### config.mk
export PLATFORM = sky130hd
export DESIGN_NAME = sea_top
export DESIGN_NICKNAME = d
export VERILOG_FILES = /design/src/hw/sea_pkg.sv /design/src/hw/sea_cnt_if.sv /design/src/hw/sea_counter.sv /design/src/hw/sea_clutch.sv /design/src/hw/sea_top.sv
export VERILOG_INCLUDE_DIRS = /design/src /design/src/hw
export SDC_FILE = /design/constraint.sdc
export NUM_CORES = 1
export LEC_CHECK = 0
export ABC_CLOCK_PERIOD_IN_PS = 3400
export BUFFER_PORTS_ARGS = -buffer_cell sky130_fd_sc_hd__buf_4
export CAP_MARGIN = 20
export CORE_MARGIN = 3
export CORE_UTILIZATION = 25
export DETAILED_ROUTE_END_ITERATION = 8
export GPL_TIMING_DRIVEN = 1
export HOLD_SLACK_MARGIN = 0.03
export PLACE_DENSITY_LB_ADDON = 0.12
export SLEW_MARGIN = 15
export SYNTH_ARGS = -nofsm -noshare
export SYNTH_HDL_FRONTEND = slang
export SYNTH_SLANG_ARGS = --single-unit
### constraint.sdc
create_clock -name clk_i -period 3.4 [get_ports clk_i]
set_clock_uncertainty 0.2 [all_clocks]
set_input_delay 0.51 -clock clk_i [delete_from_list [all_inputs] [get_ports clk_i]]
set_output_delay 0.51 -clock clk_i [all_outputs]
set_load 0.05 [all_outputs]
### src/hw/sea_defines.svh
// Purpose: register offsets, field positions and reset values of the encoder axis
// Assumes: byte addresses on a 32-bit classic wishbone bus
// Notes:   included by its bare name
`ifndef SEA_DEFINES_SVH
`define SEA_DEFINES_SVH
`define SEA_OFF_CTRL      8'h00
`define SEA_OFF_STATUS    8'h04
`define SEA_OFF_ENC_CFG   8'h08
`define SEA_OFF_COUNT     8'h0c
`define SEA_OFF_ERR_CODE  8'h10
`define SEA_OFF_CL_CMD    8'h14
`define SEA_OFF_CL_STAT   8'h18
`define SEA_OFF_JOG_SET   8'h1c
`define SEA_OFF_JOG_ACT   8'h20
`define SEA_OFF_IRQ_STAT  8'h24
`define SEA_OFF_IRQ_CLR   8'h28
`define SEA_OFF_IRQ_EN    8'h2c
// ctrl fields
`define SEA_CTRL_MODE_REQ 0
`define SEA_CTRL_ERR_MODE 1
`define SEA_CTRL_EXT_CL   2
`define SEA_CTRL_JOG_GO   3
// status fields
`define SEA_ST_VIRTUAL    0
`define SEA_ST_RESTORED   1
`define SEA_ST_WARN       2
`define SEA_ST_ERR_FLAG   3
// encoder config fields
`define SEA_CFG_NUM_LSB   0
`define SEA_CFG_ABS       4
// interrupt status fields
`define SEA_IRQ_ERR       0
`define SEA_IRQ_WARN      1
`define SEA_IRQ_RESTORE   2
`define SEA_IRQ_W         3
// encoder numbers and reset values
`define SEA_ENC_MIN       4'h1
`define SEA_ENC_MAX_FULL  4'hc
`define SEA_ENC_MAX_SMALL 4'h8
`define SEA_RST_ENC_NUM   4'h1
`define SEA_RST_CTRL      4'h0
`endif

### src/hw/sea_pkg.sv
// Purpose: shared types of the encoder axis block
// Assumes: nothing beyond the defines header
// Notes:   mode state of the controller seen by the encoder axis
package sea_pkg;
   typedef enum logic {SEA_REAL, SEA_VIRTUAL} sea_mode_t;
   typedef enum logic {SEA_ERR_CONTINUE, SEA_ERR_CLUTCH_OFF} sea_err_mode_t;
endpackage

### src/hw/sea_cnt_if.sv
// Purpose: carrier between the axis top and its pulse counter
// Assumes: single clock domain
// Notes:   ctl drives enable and load, cnt returns the value
`timescale 1ns/1ns
interface sea_cnt_if;
   logic        count_en;
   logic        load;
   logic [31:0] load_val;
   logic [31:0] value;
   logic        step;
   modport ctl (output count_en, output load, output load_val, input value, input step);
   modport cnt (input count_en, input load, input load_val, output value, output step);
endinterface

### src/hw/sea_counter.sv
// Purpose: synchronise encoder pulses and accumulate a signed 32-bit current value
// Assumes: pulse and direction pins are asynchronous to clk_i
// Notes:   one count per rising pulse edge; load has priority over a step
`timescale 1ns/1ns
module sea_counter
   import sea_pkg::*;
(
   input  wire logic clk_i,
   input  wire logic rst_i,
   input  wire logic pulse_i,
   input  wire logic dir_i,
   sea_cnt_if.cnt    bus
);
   logic [1:0]  pls_sync_q;
   logic [1:0]  dir_sync_q;
   logic        pls_prev_q;
   logic [31:0] value_q;
   logic        rise;

   // two-stage synchronisers; only stage two is read
   always_ff @(posedge clk_i) begin
      if (rst_i) begin
         pls_sync_q <= 2'h0;
         dir_sync_q <= 2'h0;
         pls_prev_q <= 1'b0;
      end else begin
         pls_sync_q <= {pls_sync_q[0], pulse_i};
         dir_sync_q <= {dir_sync_q[0], dir_i};
         pls_prev_q <= pls_sync_q[1];
      end
   end

   assign rise     = pls_sync_q[1] & ~pls_prev_q;
   assign bus.step = rise & bus.count_en;

   // no limit, stop or error input can hold the count; only absent pulses or a low count_en halt it
   // value only, no deviation counter or feedback count is kept
   always_ff @(posedge clk_i) begin
      if (rst_i) begin
         value_q <= 32'h0;
      end else if (bus.load) begin
         value_q <= bus.load_val;
      end else if (bus.step) begin
         value_q <= dir_sync_q[1] ? value_q - 32'h1 : value_q + 32'h1;
      end
   end
   assign bus.value = value_q;

   a_count_step: assert property (@(posedge clk_i) disable iff (rst_i)
      (bus.step && !bus.load) |=> value_q == ($past(dir_sync_q[1]) ? $past(value_q) - 32'h1
                                                                   : $past(value_q) + 32'h1))
      else $error("encoder count did not follow the pulse direction");
   a_count_hold: assert property (@(posedge clk_i) disable iff (rst_i)
      (!bus.count_en && !bus.load) |=> $stable(value_q))
      else $error("count moved while counting was disabled");
endmodule

### src/hw/sea_clutch.sv
// Purpose: clutch status per output axis with error-driven drop and edge re-engage
// Assumes: cmd_i comes from a register on the same clock
// Notes:   status follows command until a drop; then only a command rising edge frees it
`timescale 1ns/1ns
module sea_clutch
   import sea_pkg::*;
#(
   parameter int N = 4
) (
   input  wire logic         clk_i,
   input  wire logic         rst_i,
   input  wire logic [N-1:0] cmd_i,
   input  wire logic         drop_i,
   output logic      [N-1:0] status_o
);
   logic [N-1:0] cmd_prev_q;
   logic [N-1:0] dropped_q;

   for (genvar i = 0; i < N; i++) begin : g_cl
      // drop forces status off; command bit itself is left alone
      always_ff @(posedge clk_i) begin
         if (rst_i) begin
            cmd_prev_q[i] <= 1'b0;
            dropped_q[i]  <= 1'b0;
         end else begin
            cmd_prev_q[i] <= cmd_i[i];
            if (drop_i) begin
               dropped_q[i] <= 1'b1;
            end else if (cmd_i[i] && !cmd_prev_q[i]) begin
               dropped_q[i] <= 1'b0;
            end
         end
      end
      assign status_o[i] = cmd_i[i] & ~dropped_q[i] & ~drop_i;

      a_reengage_edge: assert property (@(posedge clk_i) disable iff (rst_i)
         $fell(dropped_q[i]) |-> $past(cmd_i[i] && !cmd_prev_q[i]))
         else $error("clutch re-engaged without a command rising edge");
      a_drop_off: assert property (@(posedge clk_i) disable iff (rst_i)
         drop_i |=> !status_o[i] || (cmd_i[i] && !cmd_prev_q[i]))
         else $error("clutch status stayed on after an error drop");
   end
endmodule

### src/hw/sea_top.sv
// Purpose: synchronous encoder axis of a motion controller behind a wishbone slave
// Assumes: one 10 MHz clock, synchronous active-high reset, backup memory outside
// Notes:   encoder pins are synchronised in the counter; errors arrive on the same clock
`timescale 1ns/1ns
`include "sea_defines.svh"
module sea_top
   import sea_pkg::*;
#(
   parameter int N_AXES        = 4,
   parameter bit SMALL_VARIANT = 1'b0
) (
   input  wire logic              clk_i,
   input  wire logic              rst_i,
   input  wire logic              wb_cyc_i,
   input  wire logic              wb_stb_i,
   input  wire logic              wb_we_i,
   input  wire logic [7:0]        wb_adr_i,
   input  wire logic [3:0]        wb_sel_i,
   input  wire logic [31:0]       wb_dat_i,
   output logic      [31:0]       wb_dat_o,
   output logic                   wb_ack_o,
   input  wire logic              enc_pulse_i,
   input  wire logic              enc_dir_i,
   input  wire logic              encoder_input_start_i,
   input  wire logic [31:0]       backup_value_i,
   input  wire logic              moved_off_i,
   output logic      [31:0]       backup_value_o,
   input  wire logic              major_err_i,
   input  wire logic [15:0]       major_err_code_i,
   input  wire logic [N_AXES-1:0] has_clutch_i,
   output logic      [N_AXES-1:0] axis_run_o,
   output logic      [N_AXES-1:0] clutch_status_o,
   output logic      [31:0]       jog_speed_o,
   output logic                   irq_o
);
   localparam logic [3:0] ENC_MAX = SMALL_VARIANT ? `SEA_ENC_MAX_SMALL : `SEA_ENC_MAX_FULL;

   sea_cnt_if cnt ();

   logic [3:0]              ctrl_q;
   logic [3:0]              enc_num_q;
   logic                    enc_abs_q;
   logic [N_AXES-1:0]       cl_cmd_q;
   logic [31:0]             jog_set_q;
   logic [31:0]             jog_act_q;
   logic                    jog_prev_q;
   logic [15:0]             err_code_q;
   logic                    err_flag_q;
   logic                    warn_q;
   logic                    restored_q;
   sea_mode_t               mode_q;
   logic [1:0]              start_sync_q;
   logic [1:0]              moved_sync_q;
   logic [`SEA_IRQ_W-1:0]   irq_stat_q;
   logic [`SEA_IRQ_W-1:0]   irq_en_q;
   logic                    ack_q;
   logic [31:0]             rdata_q;
   logic                    wr;
   logic                    rd;
   logic                    enter_virtual;
   logic                    restore;
   logic                    drop;
   logic                    ext_mode;
   logic [`SEA_IRQ_W-1:0]   irq_set;
   logic [3:0]              new_num;
   sea_err_mode_t           err_mode;

   // bus strobes: a read is taken on the request edge, a write lands on the acking edge
   // so that the register changes at the very edge at which the master sees ack
   assign wr = wb_cyc_i & wb_stb_i & wb_we_i & ack_q;
   assign rd = wb_cyc_i & wb_stb_i & ~wb_we_i & ~ack_q;

   always_ff @(posedge clk_i) begin
      if (rst_i) begin
         ack_q <= 1'b0;
      end else begin
         ack_q <= wb_cyc_i & wb_stb_i & ~ack_q;
      end
   end
   assign wb_ack_o = ack_q;

   // pin synchronisers for the start input and the power-off motion strap
   always_ff @(posedge clk_i) begin
      if (rst_i) begin
         start_sync_q <= 2'h0;
         moved_sync_q <= 2'h0;
      end else begin
         start_sync_q <= {start_sync_q[0], encoder_input_start_i};
         moved_sync_q <= {moved_sync_q[0], moved_off_i};
      end
   end

   // control register; the error mode resets to continuation
   always_ff @(posedge clk_i) begin
      if (rst_i) begin
         ctrl_q <= `SEA_RST_CTRL;
      end else if (wr && wb_adr_i == `SEA_OFF_CTRL && wb_sel_i[0]) begin
         ctrl_q <= wb_dat_i[3:0];
      end
   end
   assign err_mode = ctrl_q[`SEA_CTRL_ERR_MODE] ? SEA_ERR_CLUTCH_OFF : SEA_ERR_CONTINUE;

   // encoder number must lie in the variant's range, else the write is dropped
   assign new_num = wb_dat_i[`SEA_CFG_NUM_LSB +: 4];
   always_ff @(posedge clk_i) begin
      if (rst_i) begin
         enc_num_q <= `SEA_RST_ENC_NUM;
         enc_abs_q <= 1'b0;
      end else if (wr && wb_adr_i == `SEA_OFF_ENC_CFG && wb_sel_i[0] &&
                   new_num >= `SEA_ENC_MIN && new_num <= ENC_MAX) begin
         enc_num_q <= new_num;
         enc_abs_q <= wb_dat_i[`SEA_CFG_ABS];
      end
   end

   // mode follows the switch request; falling request ends the axis
   always_ff @(posedge clk_i) begin
      if (rst_i) begin
         mode_q <= SEA_REAL;
      end else begin
         mode_q <= ctrl_q[`SEA_CTRL_MODE_REQ] ? SEA_VIRTUAL : SEA_REAL;
      end
   end
   assign enter_virtual = ctrl_q[`SEA_CTRL_MODE_REQ] && mode_q == SEA_REAL;
   assign restore       = enter_virtual && !restored_q;

   // one restore per power cycle; motion while off raises the warning
   always_ff @(posedge clk_i) begin
      if (rst_i) begin
         restored_q <= 1'b0;
         warn_q     <= 1'b0;
      end else if (restore) begin
         restored_q <= 1'b1;
         warn_q     <= moved_sync_q[1];
      end
   end

   // incremental encoders only may be gated by the start input
   assign ext_mode     = ctrl_q[`SEA_CTRL_EXT_CL] & ~enc_abs_q;
   assign cnt.count_en = mode_q == SEA_VIRTUAL && (!ext_mode || start_sync_q[1]);
   assign cnt.load     = restore;
   assign cnt.load_val = backup_value_i;

   sea_counter u_counter (
      .clk_i   (clk_i),
      .rst_i   (rst_i),
      .pulse_i (enc_pulse_i),
      .dir_i   (enc_dir_i),
      .bus     (cnt)
   );

   // current value mirrored to the battery-backed store every cycle
   always_ff @(posedge clk_i) begin
      if (rst_i) begin
         backup_value_o <= 32'h0;
      end else begin
         backup_value_o <= cnt.value;
      end
   end

   // major error: continuation flags and stores, clutch-off drops clutches
   assign drop = major_err_i && err_mode == SEA_ERR_CLUTCH_OFF;
   always_ff @(posedge clk_i) begin
      if (rst_i) begin
         err_code_q <= 16'h0;
         err_flag_q <= 1'b0;
      end else begin
         if (major_err_i) begin
            err_code_q <= major_err_code_i;
         end
         // set wins over the software clear written to the code register
         if (major_err_i && err_mode == SEA_ERR_CONTINUE) begin
            err_flag_q <= 1'b1;
         end else if (wr && wb_adr_i == `SEA_OFF_ERR_CODE) begin
            err_flag_q <= 1'b0;
         end
      end
   end

   // clutch command bits are only ever written by software
   always_ff @(posedge clk_i) begin
      if (rst_i) begin
         cl_cmd_q <= '0;
      end else if (wr && wb_adr_i == `SEA_OFF_CL_CMD) begin
         cl_cmd_q <= wb_dat_i[N_AXES-1:0];
      end
   end

   sea_clutch #(.N(N_AXES)) u_clutch (
      .clk_i    (clk_i),
      .rst_i    (rst_i),
      .cmd_i    (cl_cmd_q),
      .drop_i   (drop),
      .status_o (clutch_status_o)
   );

   // axes with no clutch keep running; in continuation nothing is stopped
   assign axis_run_o = ~has_clutch_i | clutch_status_o;

   // jog speed latched on jog start edge; later writes only touch the setting
   always_ff @(posedge clk_i) begin
      if (rst_i) begin
         jog_set_q  <= 32'h0;
         jog_act_q  <= 32'h0;
         jog_prev_q <= 1'b0;
      end else begin
         jog_prev_q <= ctrl_q[`SEA_CTRL_JOG_GO];
         if (wr && wb_adr_i == `SEA_OFF_JOG_SET) begin
            jog_set_q <= wb_dat_i;
         end
         if (ctrl_q[`SEA_CTRL_JOG_GO] && !jog_prev_q) begin
            jog_act_q <= jog_set_q;
         end
      end
   end
   assign jog_speed_o = jog_act_q;

   // sticky interrupt status; a new event beats a clear in the same cycle
   assign irq_set[`SEA_IRQ_ERR]     = major_err_i;
   assign irq_set[`SEA_IRQ_WARN]    = restore & moved_sync_q[1];
   assign irq_set[`SEA_IRQ_RESTORE] = restore;
   always_ff @(posedge clk_i) begin
      if (rst_i) begin
         irq_stat_q <= '0;
         irq_en_q   <= '0;
      end else begin
         if (wr && wb_adr_i == `SEA_OFF_IRQ_CLR) begin
            irq_stat_q <= (irq_stat_q & ~wb_dat_i[`SEA_IRQ_W-1:0]) | irq_set;
         end else begin
            irq_stat_q <= irq_stat_q | irq_set;
         end
         if (wr && wb_adr_i == `SEA_OFF_IRQ_EN) begin
            irq_en_q <= wb_dat_i[`SEA_IRQ_W-1:0];
         end
      end
   end
   assign irq_o = |(irq_stat_q & irq_en_q);

   // read mux; unmapped and write-only offsets read zero
   always_ff @(posedge clk_i) begin
      if (rst_i) begin
         rdata_q <= 32'h0;
      end else if (rd) begin
         case (wb_adr_i)
            `SEA_OFF_CTRL:     rdata_q <= {28'h0, ctrl_q};
            `SEA_OFF_STATUS:   rdata_q <= {28'h0, err_flag_q, warn_q, restored_q,
                                           mode_q == SEA_VIRTUAL};
            `SEA_OFF_ENC_CFG:  rdata_q <= {27'h0, enc_abs_q, enc_num_q};
            `SEA_OFF_COUNT:    rdata_q <= cnt.value;
            `SEA_OFF_ERR_CODE: rdata_q <= {16'h0, err_code_q};
            `SEA_OFF_CL_CMD:   rdata_q <= 32'(cl_cmd_q);
            `SEA_OFF_CL_STAT:  rdata_q <= 32'(clutch_status_o);
            `SEA_OFF_JOG_SET:  rdata_q <= jog_set_q;
            `SEA_OFF_JOG_ACT:  rdata_q <= jog_act_q;
            `SEA_OFF_IRQ_STAT: rdata_q <= 32'(irq_stat_q);
            `SEA_OFF_IRQ_EN:   rdata_q <= 32'(irq_en_q);
            default:           rdata_q <= 32'h0;
         endcase
      end
   end
   assign wb_dat_o = rdata_q;

   a_ack_single: assert property (@(posedge clk_i) disable iff (rst_i)
      wb_ack_o |=> !wb_ack_o)
      else $error("ack held for more than one cycle");
   a_restore_once: assert property (@(posedge clk_i) disable iff (rst_i)
      restored_q |=> restored_q && !cnt.load)
      else $error("backup value reloaded twice in one power cycle");
   a_restore_value: assert property (@(posedge clk_i) disable iff (rst_i)
      restore |=> cnt.value == $past(backup_value_i) && restored_q)
      else $error("restored value not loaded on first virtual entry");
   a_warn_moved: assert property (@(posedge clk_i) disable iff (rst_i)
      restore |=> warn_q == $past(moved_sync_q[1]))
      else $error("power-off motion warning wrong after restore");
   a_cont_flag: assert property (@(posedge clk_i) disable iff (rst_i)
      (major_err_i && err_mode == SEA_ERR_CONTINUE) |=>
      err_flag_q && err_code_q == $past(major_err_code_i) && !$past(drop))
      else $error("continuation error not flagged or code not stored");
   a_cmd_kept: assert property (@(posedge clk_i) disable iff (rst_i)
      (drop && !(wr && wb_adr_i == `SEA_OFF_CL_CMD)) |=> $stable(cl_cmd_q))
      else $error("clutch command changed by an error drop");
   a_no_clutch_run: assert property (@(posedge clk_i) disable iff (rst_i)
      drop |-> clutch_status_o == '0 && axis_run_o == ~has_clutch_i)
      else $error("clutchless axis stopped or clutch survived a drop");
   a_real_stops: assert property (@(posedge clk_i) disable iff (rst_i)
      (mode_q == SEA_REAL) |-> !cnt.count_en)
      else $error("encoder counted in real mode");
   a_ext_gate: assert property (@(posedge clk_i) disable iff (rst_i)
      (ext_mode && !start_sync_q[1]) |-> !cnt.count_en)
      else $error("external clutch mode counted without start input");
   a_jog_hold: assert property (@(posedge clk_i) disable iff (rst_i)
      !(ctrl_q[`SEA_CTRL_JOG_GO] && !jog_prev_q) |=> $stable(jog_act_q))
      else $error("jog speed changed outside its start edge");
   a_enc_range: assert property (@(posedge clk_i) disable iff (rst_i)
      enc_num_q >= `SEA_ENC_MIN && enc_num_q <= ENC_MAX)
      else $error("encoder number out of range");
endmodule

**After elaboration in Yosys (flattened, before gate mapping)**

Cells that the tools add are included.

- Register bits after elaboration: 218
- Bits in latches: 0
- Memory bits (writable): 0
- ROM bits: 0
- Output and inout bits: 106
- Memories: 0

- Add/subtract/negate cells: 2
- Multipliers: 0
- Divide/modulo/power cells: 0
- Magnitude comparators: 2
- Eq/ne operators: 11
- Shift operators: 0
- Muxes and demuxes: 17
- Bitwise logic cells: 36
- Reduce and logical (&&, ||, !) cells: 37

Operators with widths:

| cell | count |
|---|---|
| case mux 32 bit (11 select lines) | 1 |
| two-way mux 32 bit | 3 |
| adder 32 x 1 -> 32 bit (second input constant) | 1 |
| == test 8 x 5 -> 1 bit (second input constant) | 4 |
| == test 8 x 6 -> 1 bit (second input constant) | 4 |
| subtractor 32 x 1 -> 32 bit (second input constant) | 1 |
| logical AND 1 bit | 21 |
| AND 1 bit | 18 |
| == test 8 x 4 -> 1 bit (second input constant) | 2 |
| two-way mux 1 bit | 12 |
| nonzero test 2 bit | 6 |
| NOT 1 bit | 11 |
| == test 8 x 3 -> 1 bit (second input constant) | 1 |
| logical NOT 8 bit | 1 |
| logical NOT 1 bit | 7 |
| AND 3 bit | 2 |
| OR 3 bit | 2 |
| >= comparator 4 x 1 -> 1 bit (second input constant) | 1 |
| <= comparator 4 bit (second input constant) | 1 |
| NOT 4 bit | 1 |
| OR 4 bit | 1 |
| two-way mux 3 bit | 1 |
| NOT 3 bit | 1 |
| OR reduction 3 bit | 1 |
| logical OR 1 bit | 1 |

**Depth between registers and ports, before layout**

Gate-level depths: netlist of run 1.

- Depth in word-level cells: 8
- Gate-level depth with buffers: 11
- Gate-level depth less buffers: 10

**Modules after synthesis**

From an unflattened synthesis of run 1, not the netlist that was laid out.

- Cell total of the unflattened synthesis: 1,264
- Area total of the unflattened synthesis: 10,734.0 sq um

By module, submodules not included:

| module | instances | cells an instance | area each (sq um) | seq. area each (sq um) |
|---|---|---|---|---|
| sea_top | 1 | 771 | 6,995.5 | 3,463.3 |
| sea_counter | 1 | 464 | 3,452.1 | 740.7 |
| sea_clutch | 1 | 29 | 286.5 | 160.2 |

**Worst setup path before layout of run 1**

Ideal clock, no wire load.

- Kind: input-to-output
- From: in major_err_i
- To: out axis_run_o[0]
- Data arrival time: 2.788 ns
- Setup slack: -0.098 ns
- Stages on the path: 4
- Path buffers: 1
- Path through: clkbuf_1 nand2_1 nor3b_1 nand2b_1

- Cells in the longest elaborated chain, start to end: 4

RTL lines:

| what | RTL line | text |
|---|---|---|
| start, declared | sea_top.sv:28 | `input wire logic major_err_i,` |
| logical AND 1 bit | sea_top.sv:162 | `assign drop = major_err_i && err_mode == SEA_ERR_CLUTCH_OFF;` |
| NOT 1 bit | sea_clutch.sv:34 | `assign status_o[i] = cmd_i[i] & ~dropped_q[i] & ~drop_i;` |
| AND 1 bit | sea_clutch.sv:34 |  |
| named net clutch_status_o[0] | sea_top.sv:32 | `output logic [N_AXES-1:0] clutch_status_o,` |
| OR 4 bit | sea_top.sv:198 | `assign axis_run_o = ~has_clutch_i \| clutch_status_o;` |
| end, declared | sea_top.sv:31 | `output logic [N_AXES-1:0] axis_run_o,` |

The timed path passes the listed nets, and every way through them passes these cells.

**Worst setup path after layout of run 1**

- From: reg u_counter.value_q[0] (netlist: u_counter.bus.value[0])
- To: reg u_counter.value_q[28] (netlist: u_counter.bus.value[28])

- Cells in the longest elaborated chain, start to end: 4

RTL lines:

| what | RTL line | text |
|---|---|---|
| start, declared | sea_counter.sv:17 | `logic [31:0] value_q;` |
| start signal, assigned | sea_counter.sv:42 | `value_q <= bus.load_val;` |
| start signal, assigned | sea_counter.sv:44 | `value_q <= dir_sync_q[1] ? value_q - 32'h1 : value_q + 32'h1;` |
| adder 32 x 1 -> 32 bit or subtractor 32 x 1 -> 32 bit (tied branches) | sea_counter.sv:44 |  |
| two-way mux 32 bit (*) | sea_counter.sv:44 |  |
| two-way mux 32 bit (*) | sea_counter.sv:43 | `end else if (bus.step) begin` |
| two-way mux 32 bit (*) | sea_counter.sv:41 | `end else if (bus.load) begin` |

Every way passes the cells marked *; elsewhere a longest branch is shown, timed or not. The select of a mux whose other input is x is not followed.
A chain may end at the register's enable or synchronous reset.

==> results of run 1 <==
-- cell usage in the layout (no fill, tap or decap), types with 4 or more instances in the layout --
cell type	instances
nor3_1	12
nand2b_1	4
dfxtp_1	217
a21oi_1	140
xnor2_1	21
nand4_1	9
nand2_1	202
a311oi_1	15
clkbuf_1	6
buf_4	235
buf_12	4
nand3b_1	5
xor2_1	6
bufinv_16	4
a21o_1	18
nor2b_1	46
clkbuf_8	5
inv_1	15
mux2i_1	38
nand3_1	14
a22oi_1	32
ha_1	30
o22ai_1	4
nor3b_1	6
nor2_1	118
a31oi_1	7
and2_1	4
o21ai_0	26
dlygate4sd3_1	46
a222oi_1	17
or3_1	6
a211oi_1	26
clkbuf_16	27
and4_1	4
-- worst reg2reg max path, delay by kind of cell (launching register included) --
kind,cells,cell delay [ns]
compound gates,6,1.31
fa+ha+maj,1,0.50
flops,1,0.43
mux,1,0.13
simple gates,2,0.48
-- cells by family (layout without fill, tap and decap cells) --
group | count (synthesis) | after routing | synth area share (%)
multiplexers | 43 | 43 | 4.58
AND/OR/NAND/NOR | 452 | 452 | 20.4
buffers and inverters | 109 | 352 | 4.12
flip-flops | 218 | 218 | 43.2
adder cells (fa/ha/maj) | 31 | 31 | 3.91
AO/OA/AOI/OAI | 325 | 325 | 21.5
XOR/XNOR | 27 | 27 | 2.34
-- final timing paths --
path | endpoint | cells past startpoint | slack, ns | start
setup / recovery | u_counter.bus.value[28] | 10 | 0.26 | u_counter.bus.value[0]
hold / removal | jog_set_q[26] | 3 | 0.06 | wb_dat_i[26]
setup reg to reg | u_counter.bus.value[28] | 10 | 0.26 | u_counter.bus.value[0]
hold reg to reg | moved_sync_q[1] | 1 | 0.26 | moved_sync_q[0]
-- metrics by stage --
stage / setup slack (ns) / instance area (µm²) / power (mW) / hold slack, ns / util [%]
2_1_floorplan: 0.0972 / 10100 / 2.86 / 0.214 / -
3_3_place_gp: 0.142 / 12300 / 3.05 / 0.243 / 30.9
3_5_place_dp: 0.192 / 12300 / 3.05 / 0.237 / 30.9
4_1_cts: 0.142 / 13700 / 6.15 / 0.0307 / 34.4
5_1_grt: 0.0640 / 13700 / 6.29 / 0.0375 / 34.5
6_report: 0.258 / 13700 / 6.05 / 0.0561 / 34.5
-- timing repair --
action | in CTS | in global routing
gates resized for setup | 0 | 1
buffers inserted | 0 | 0
endpoints found under the setup margin | 0 | 4
endpoints found under the hold margin | 47 | 0
hold buffers | 46 | 0
-- cells in the mapped netlist (all sizes together), types with 21 or more instances --
cell type and number:
a211oi 26, a21oi 141, a22oi 32, clkbuf 80
dfxtp 218, ha 30, mux2i 38, nand2 202
nor2 119, nor2b 48, o21ai 30, xnor2 21
-- flip-flops by register name, summed over array words and instances, names as in the netlist, 2 cells and up --
| register | cells |
|---|---|
| moved_sync_q | 2 |
| irq_stat_q | 3 |
| wb_dat_o | 32 |
| u_clutch.dropped_q | 4 |
| u_counter.pls_sync_q | 2 |
| u_clutch.cmd_prev_q | 4 |
| err_code_q | 16 |
| u_counter.bus.value | 32 |
| jog_speed_o | 32 |
| enc_num_q | 4 |
| u_counter.dir_sync_q | 2 |
| irq_en_q | 3 |
| jog_set_q | 32 |
| start_sync_q | 2 |
| backup_value_o | 32 |
| ctrl_q | 4 |
| cl_cmd_q | 4 |
-- area by class of cell --
class / count / area (µm²)
clock buffers: 38 / 767
clock inverters: 11 / 168
fillers: 4269 / 26100
inverters: 17 / 63.8
multi-input cells: 878 / 5380
flip-flops and latches: 218 / 4370
well taps: 525 / 657
repair buffers: 286 / 2320
-- per-layer routing --
metal | up-vias | global-route usage, %
met5 | - | 0
met4 | 0 | 2.90
met3 | 43 | 2.06
met2 | 218 | 28.7
met1 | 4573 | 24.0
li1 | 4725 | -
-- report_power, final --
part	internal, mW	leakage (nW)	total (mW)	switching, mW
Sequential	2.58	1.76	2.60	0.0177
Combinational	0.190	3.18	0.434	0.243
Clock	1.87	0.453	3.01	1.14
==> qor.yml, run 1 <==
run_status:
  run_status: "complete, no violations"
floorplanning:
  fp-row-count: 73
  dieArea_mm2: 0.0429
  die_x_um: 207
  start_util_pct: 25.4
  core_area_mm2: 0.0398
  ios: 212
  fp.dieH_um: 207
sta:
  max_freq_ghz: 0.318
  fin_setup_tns_ns: 0
  worstMarginPinSlew_ns: 0.984
  rsz0062_at_grt: "false"
  final-setup-viol-count: 0
  min_period_ns: 3.14
  post-route-period-util_pct: 92.4
  slew_headroom_pct: 34.3
  slew_violations: 0
  hold_viol_final: 0
drt:
  vias_per_cell: 4.84
  detail-route-antenna-nets: 0
  drc_errors: 0
  wl_met3_um: 1460
  dr.pass1.iters: 6
  via_count: 9559
  dr_wl_met2_um: 18100
  wl_um: 38100
  wl_per_cell_um: 19.3
  drt-met1-wl_um: 18000
  highest_layer: "met4"
  drt_iter0_markers: 584
placed_design:
  dp_hpwl_um: 26900
  port_buffers: 208
  gp_congestion: 0.820
  dpl.cell_count: 1878
grt:
  grt_pass1_vias: 9631
  grt_max_degree: 98
  grt_pass1_wl_um: 58800
  grt_use_total_pct: 17.1
  grt.overflow.total: 0
  antenna_found_initial: 0
setup_path:
  path_max_fanout: 5
  worstPathArrival_ns: 3.38
  worst_setup_path_start_kind: "flip-flop"
  slowest_stage: "fa_1"
  required_ns: 3.64
  crit_family: "compound AO/OA/AOI/OAI gates"
  path_cells: "fa_1, a21o_1, a221oi_2, nor4_2, nor3_1, o21ai_2, a31oi_1, o21ai_1, mux2i_1, a311oi_1"
  cp_num_buf_inv: 0
  crit_type: "flip-flop to flip-flop"
  max_stage_delay_ns: 0.50
  endpoint_kind: "flip-flop"
layout:
  finalNetCount: 1565
  n_antenna_cell: 0
  fin_cells: 1973
  area_growth_pct: 35.7
  layout-drive-gt1-share_pct: 21.8
yosys:
  synth_edf_count: 0
  syn_nets: 1342
  synth_area_mm2: 0.0101
  synth-seq-cells: 218
  avgSynthCellArea_um2: 8.39
  synth_top_area_cell: "dfxtp_1"
  synth.top_cell.area_share_pct: 43.2
  ys.flop_type: "dfxtp_1"
  netlist_instances: 1205
  yosysSeqAreaShare_pct: 43.2
  ys_warn_count: 0
  synth_area_leaders: "dfxtp_1, nand2_1, a21oi_1"
  async_flop_share_pct: 0
  netlist-cell-type-count: 69
pwr:
  leakage_nw: 5.40
  p_per_area_mw_per_mm2: 441
  peakVddDrop_mv: 0.280
clock_tree:
  clock_path_buffers: 3
  cts_sinks: 218
  cts_buffers: 27
  path_clk_slew_ns: 0.06
  ctsRootBufferMaster: "clkbuf_16"
  h-tree-depth: 1
  cts_tree: "done"
  clk_latency_ns: 0.54
job:
  drv_cap: 0
min_path:
  hold_class: "primary input to flip-flop"
Note: power is estimated with default switching activity, not from simulation.
==> inputs of run 2 (changes only) <==
- ABC_CLOCK_PERIOD_IN_PS: 3400 -> 3100
- clock period: 3.4 -> 3.1 ns (I/O delays scaled with it)
==> qor.yml, run 2 (synthesis results as in run 1) <==
run_status:
  run_status: "complete, no violations"
setup_path:
  crit_type: "flip-flop to flip-flop"
  r2r_slack_ns: 0.15
  worst_setup_path_start_kind: "flip-flop"
  worstPathArrival_ns: 3.16
  path_cells: "ha_1, a21o_1, and4_4, a311oi_4, o31ai_2, a221oi_4, o211ai_2, a221oi_4, xnor2_1, o2bb2ai_1"
  max_stage_delay_ns: 0.43
  crit_family: "compound AO/OA/AOI/OAI gates"
  path_depth: 10
  reg2reg_from: "u_counter.dir_sync_q[1]"
  slowest_stage: "dfxtp_4"
  cp_common_cell: "a221oi_4"
  endpoint_kind: "flip-flop"
  crit_path_start: "u_counter.dir_sync_q[1]"
  cp-endpoint: "u_counter.bus.value[25]"
  path_max_fanout: 11
  worstReg2RegEnd: "u_counter.bus.value[25]"
  r2r_cells: 10
  cp_num_buf_inv: 0
  required_ns: 3.31
pwr:
  power_mw: 6.53
  leakage_nw: 5.64
  peakVddDrop_mv: 0.291
  p_per_area_mw_per_mm2: 460
layout:
  layout_commonest_cell: "buf_4"
  finalNetCount: 1615
  layout-drive-gt1-share_pct: 23.0
  n_antenna_cell: 0
  design_area_mm2: 0.0142
  nFillCells: 4178
  layout_common_cells: "buf_4, dfxtp_1, nand2_1"
  area_growth_pct: 40.4
placed_design:
  post-place-ws_ns: 0.0532
  gp_congestion: 0.809
  place_area_mm2: 0.0125
  port_buffers: 208
  dp_hpwl_um: 27300
drt:
  wl_um: 38600
  drt_iter0_markers: 681
  vias_per_cell: 4.84
  drc_errors: 0
  via_count: 9785
  wl_per_cell_um: 19.1
  detail-route-antenna-nets: 0
  dr.pass1.iters: 7
floorplanning:
  core_area_mm2: 0.0398
  fp.dieH_um: 207
  dieArea_mm2: 0.0429
  start_util_pct: 25.4
  die_x_um: 207
  fp-row-count: 73
  ios: 212
sta:
  max_freq_ghz: 0.339
  fin_hold_ws_ns: 0.0680
  min_period_ns: 2.95
  final-setup-viol-count: 0
  fin_setup_tns_ns: 0
  setup_ws_ns: 0.148
  post-route-period-util_pct: 95.2
  slew_headroom_pct: 56.0
  slew_violations: 0
  worstMarginPinSlew_ns: 0.661
  hold_viol_final: 0
grt:
  grt_pass1_vias: 9773
  grt_pass1_wl_um: 59100
  grt_max_degree: 82
  grt_use_total_pct: 17.3
  antenna_found_initial: 0
  grt.overflow.total: 0
clock_tree:
  ctsRootBufferMaster: "clkbuf_16"
  h-tree-depth: 1
  path_clk_slew_ns: 0.06
  clock_path_buffers: 3
  cts_buffers: 27
  cts_sinks: 218
  clk_latency_ns: 0.55
  cts_tree: "done"
min_path:
  hold_class: "primary input to flip-flop"
job:
  drv_cap: 0
## run 2: cell types whose count changed in the layout (fill, tap and decap cells not counted), moves of 2 or more
cell | before | now
buf_12 | 4 | 7
clkinv_2 | 3 | 7
clkbuf_1 | 6 | 4
dlygate4sd3_1 | 46 | 73
buf_4 | 235 | 254
bufinv_16 | 4 | 2
## run 2: layer usage
layer	share of wire, %	GRT usage (%)
met5	0	0
met4	1.6	3.82
met3	4.3	2.33
met2	47	28.6
met1	47	24.1
## run 2: power breakdown
group | switching, mW | internal [mW]
Clock | 1.26 | 1.91
Sequential | 0.0215 | 2.83
Combinational | 0.273 | 0.239
## run 2: cell type report
class | count | area, µm² | share of cell area, %
Timing Repair Buffer | 336 | 2800 | 19.7
Clock inverter | 12 | 120 | 0.846
Multi-Input combinational cell | 878 | 5410 | 38.1
Sequential cell | 218 | 4370 | 30.8
Tap cell | 525 | 657 | 4.63
Clock buffer | 37 | 773 | 5.45
Inverter | 17 | 63.8 | 0.449
## run 2: how the worst min path moves through the flow
stage                       startpoint                       to  depth (start not counted)
6_report            backup_value_i[23]  u_counter.bus.value[23]                          3
5_1_grt             backup_value_i[27]  u_counter.bus.value[27]                          3
4_1_cts             backup_value_i[23]  u_counter.bus.value[23]                          3
3_5_place_dp           moved_sync_q[0]          moved_sync_q[1]                          1
3_3_place_gp           moved_sync_q[0]          moved_sync_q[1]                          1
2_1_floorplan  u_counter.dir_sync_q[0]  u_counter.dir_sync_q[1]                          1
## run 2: tightest hold or removal path, delay by kind of cell
family,cells,cell delay (ns)
buffers and inverters,1,0.11
AND/OR/NAND/NOR,1,0.12
AO/OA/AOI/OAI,1,0.06
## run 2: stage by stage
step	utilization [%]	cells
finish	35.6	2023
global route	35.6	2023
CTS	35.5	2022
detailed placement	31.4	1900
global placement	31.4	1900
floorplan	-	1205
## run 2: repair_timing
| item | in CTS | in global routing |
|---|---|---|
| hold endpoints to repair | 78 | 0 |
| setup buffers | 0 | 1 |
| hold buffers | 73 | 0 |
| setup endpoints to repair | 0 | 14 |
| resized for setup | 0 | 8 |
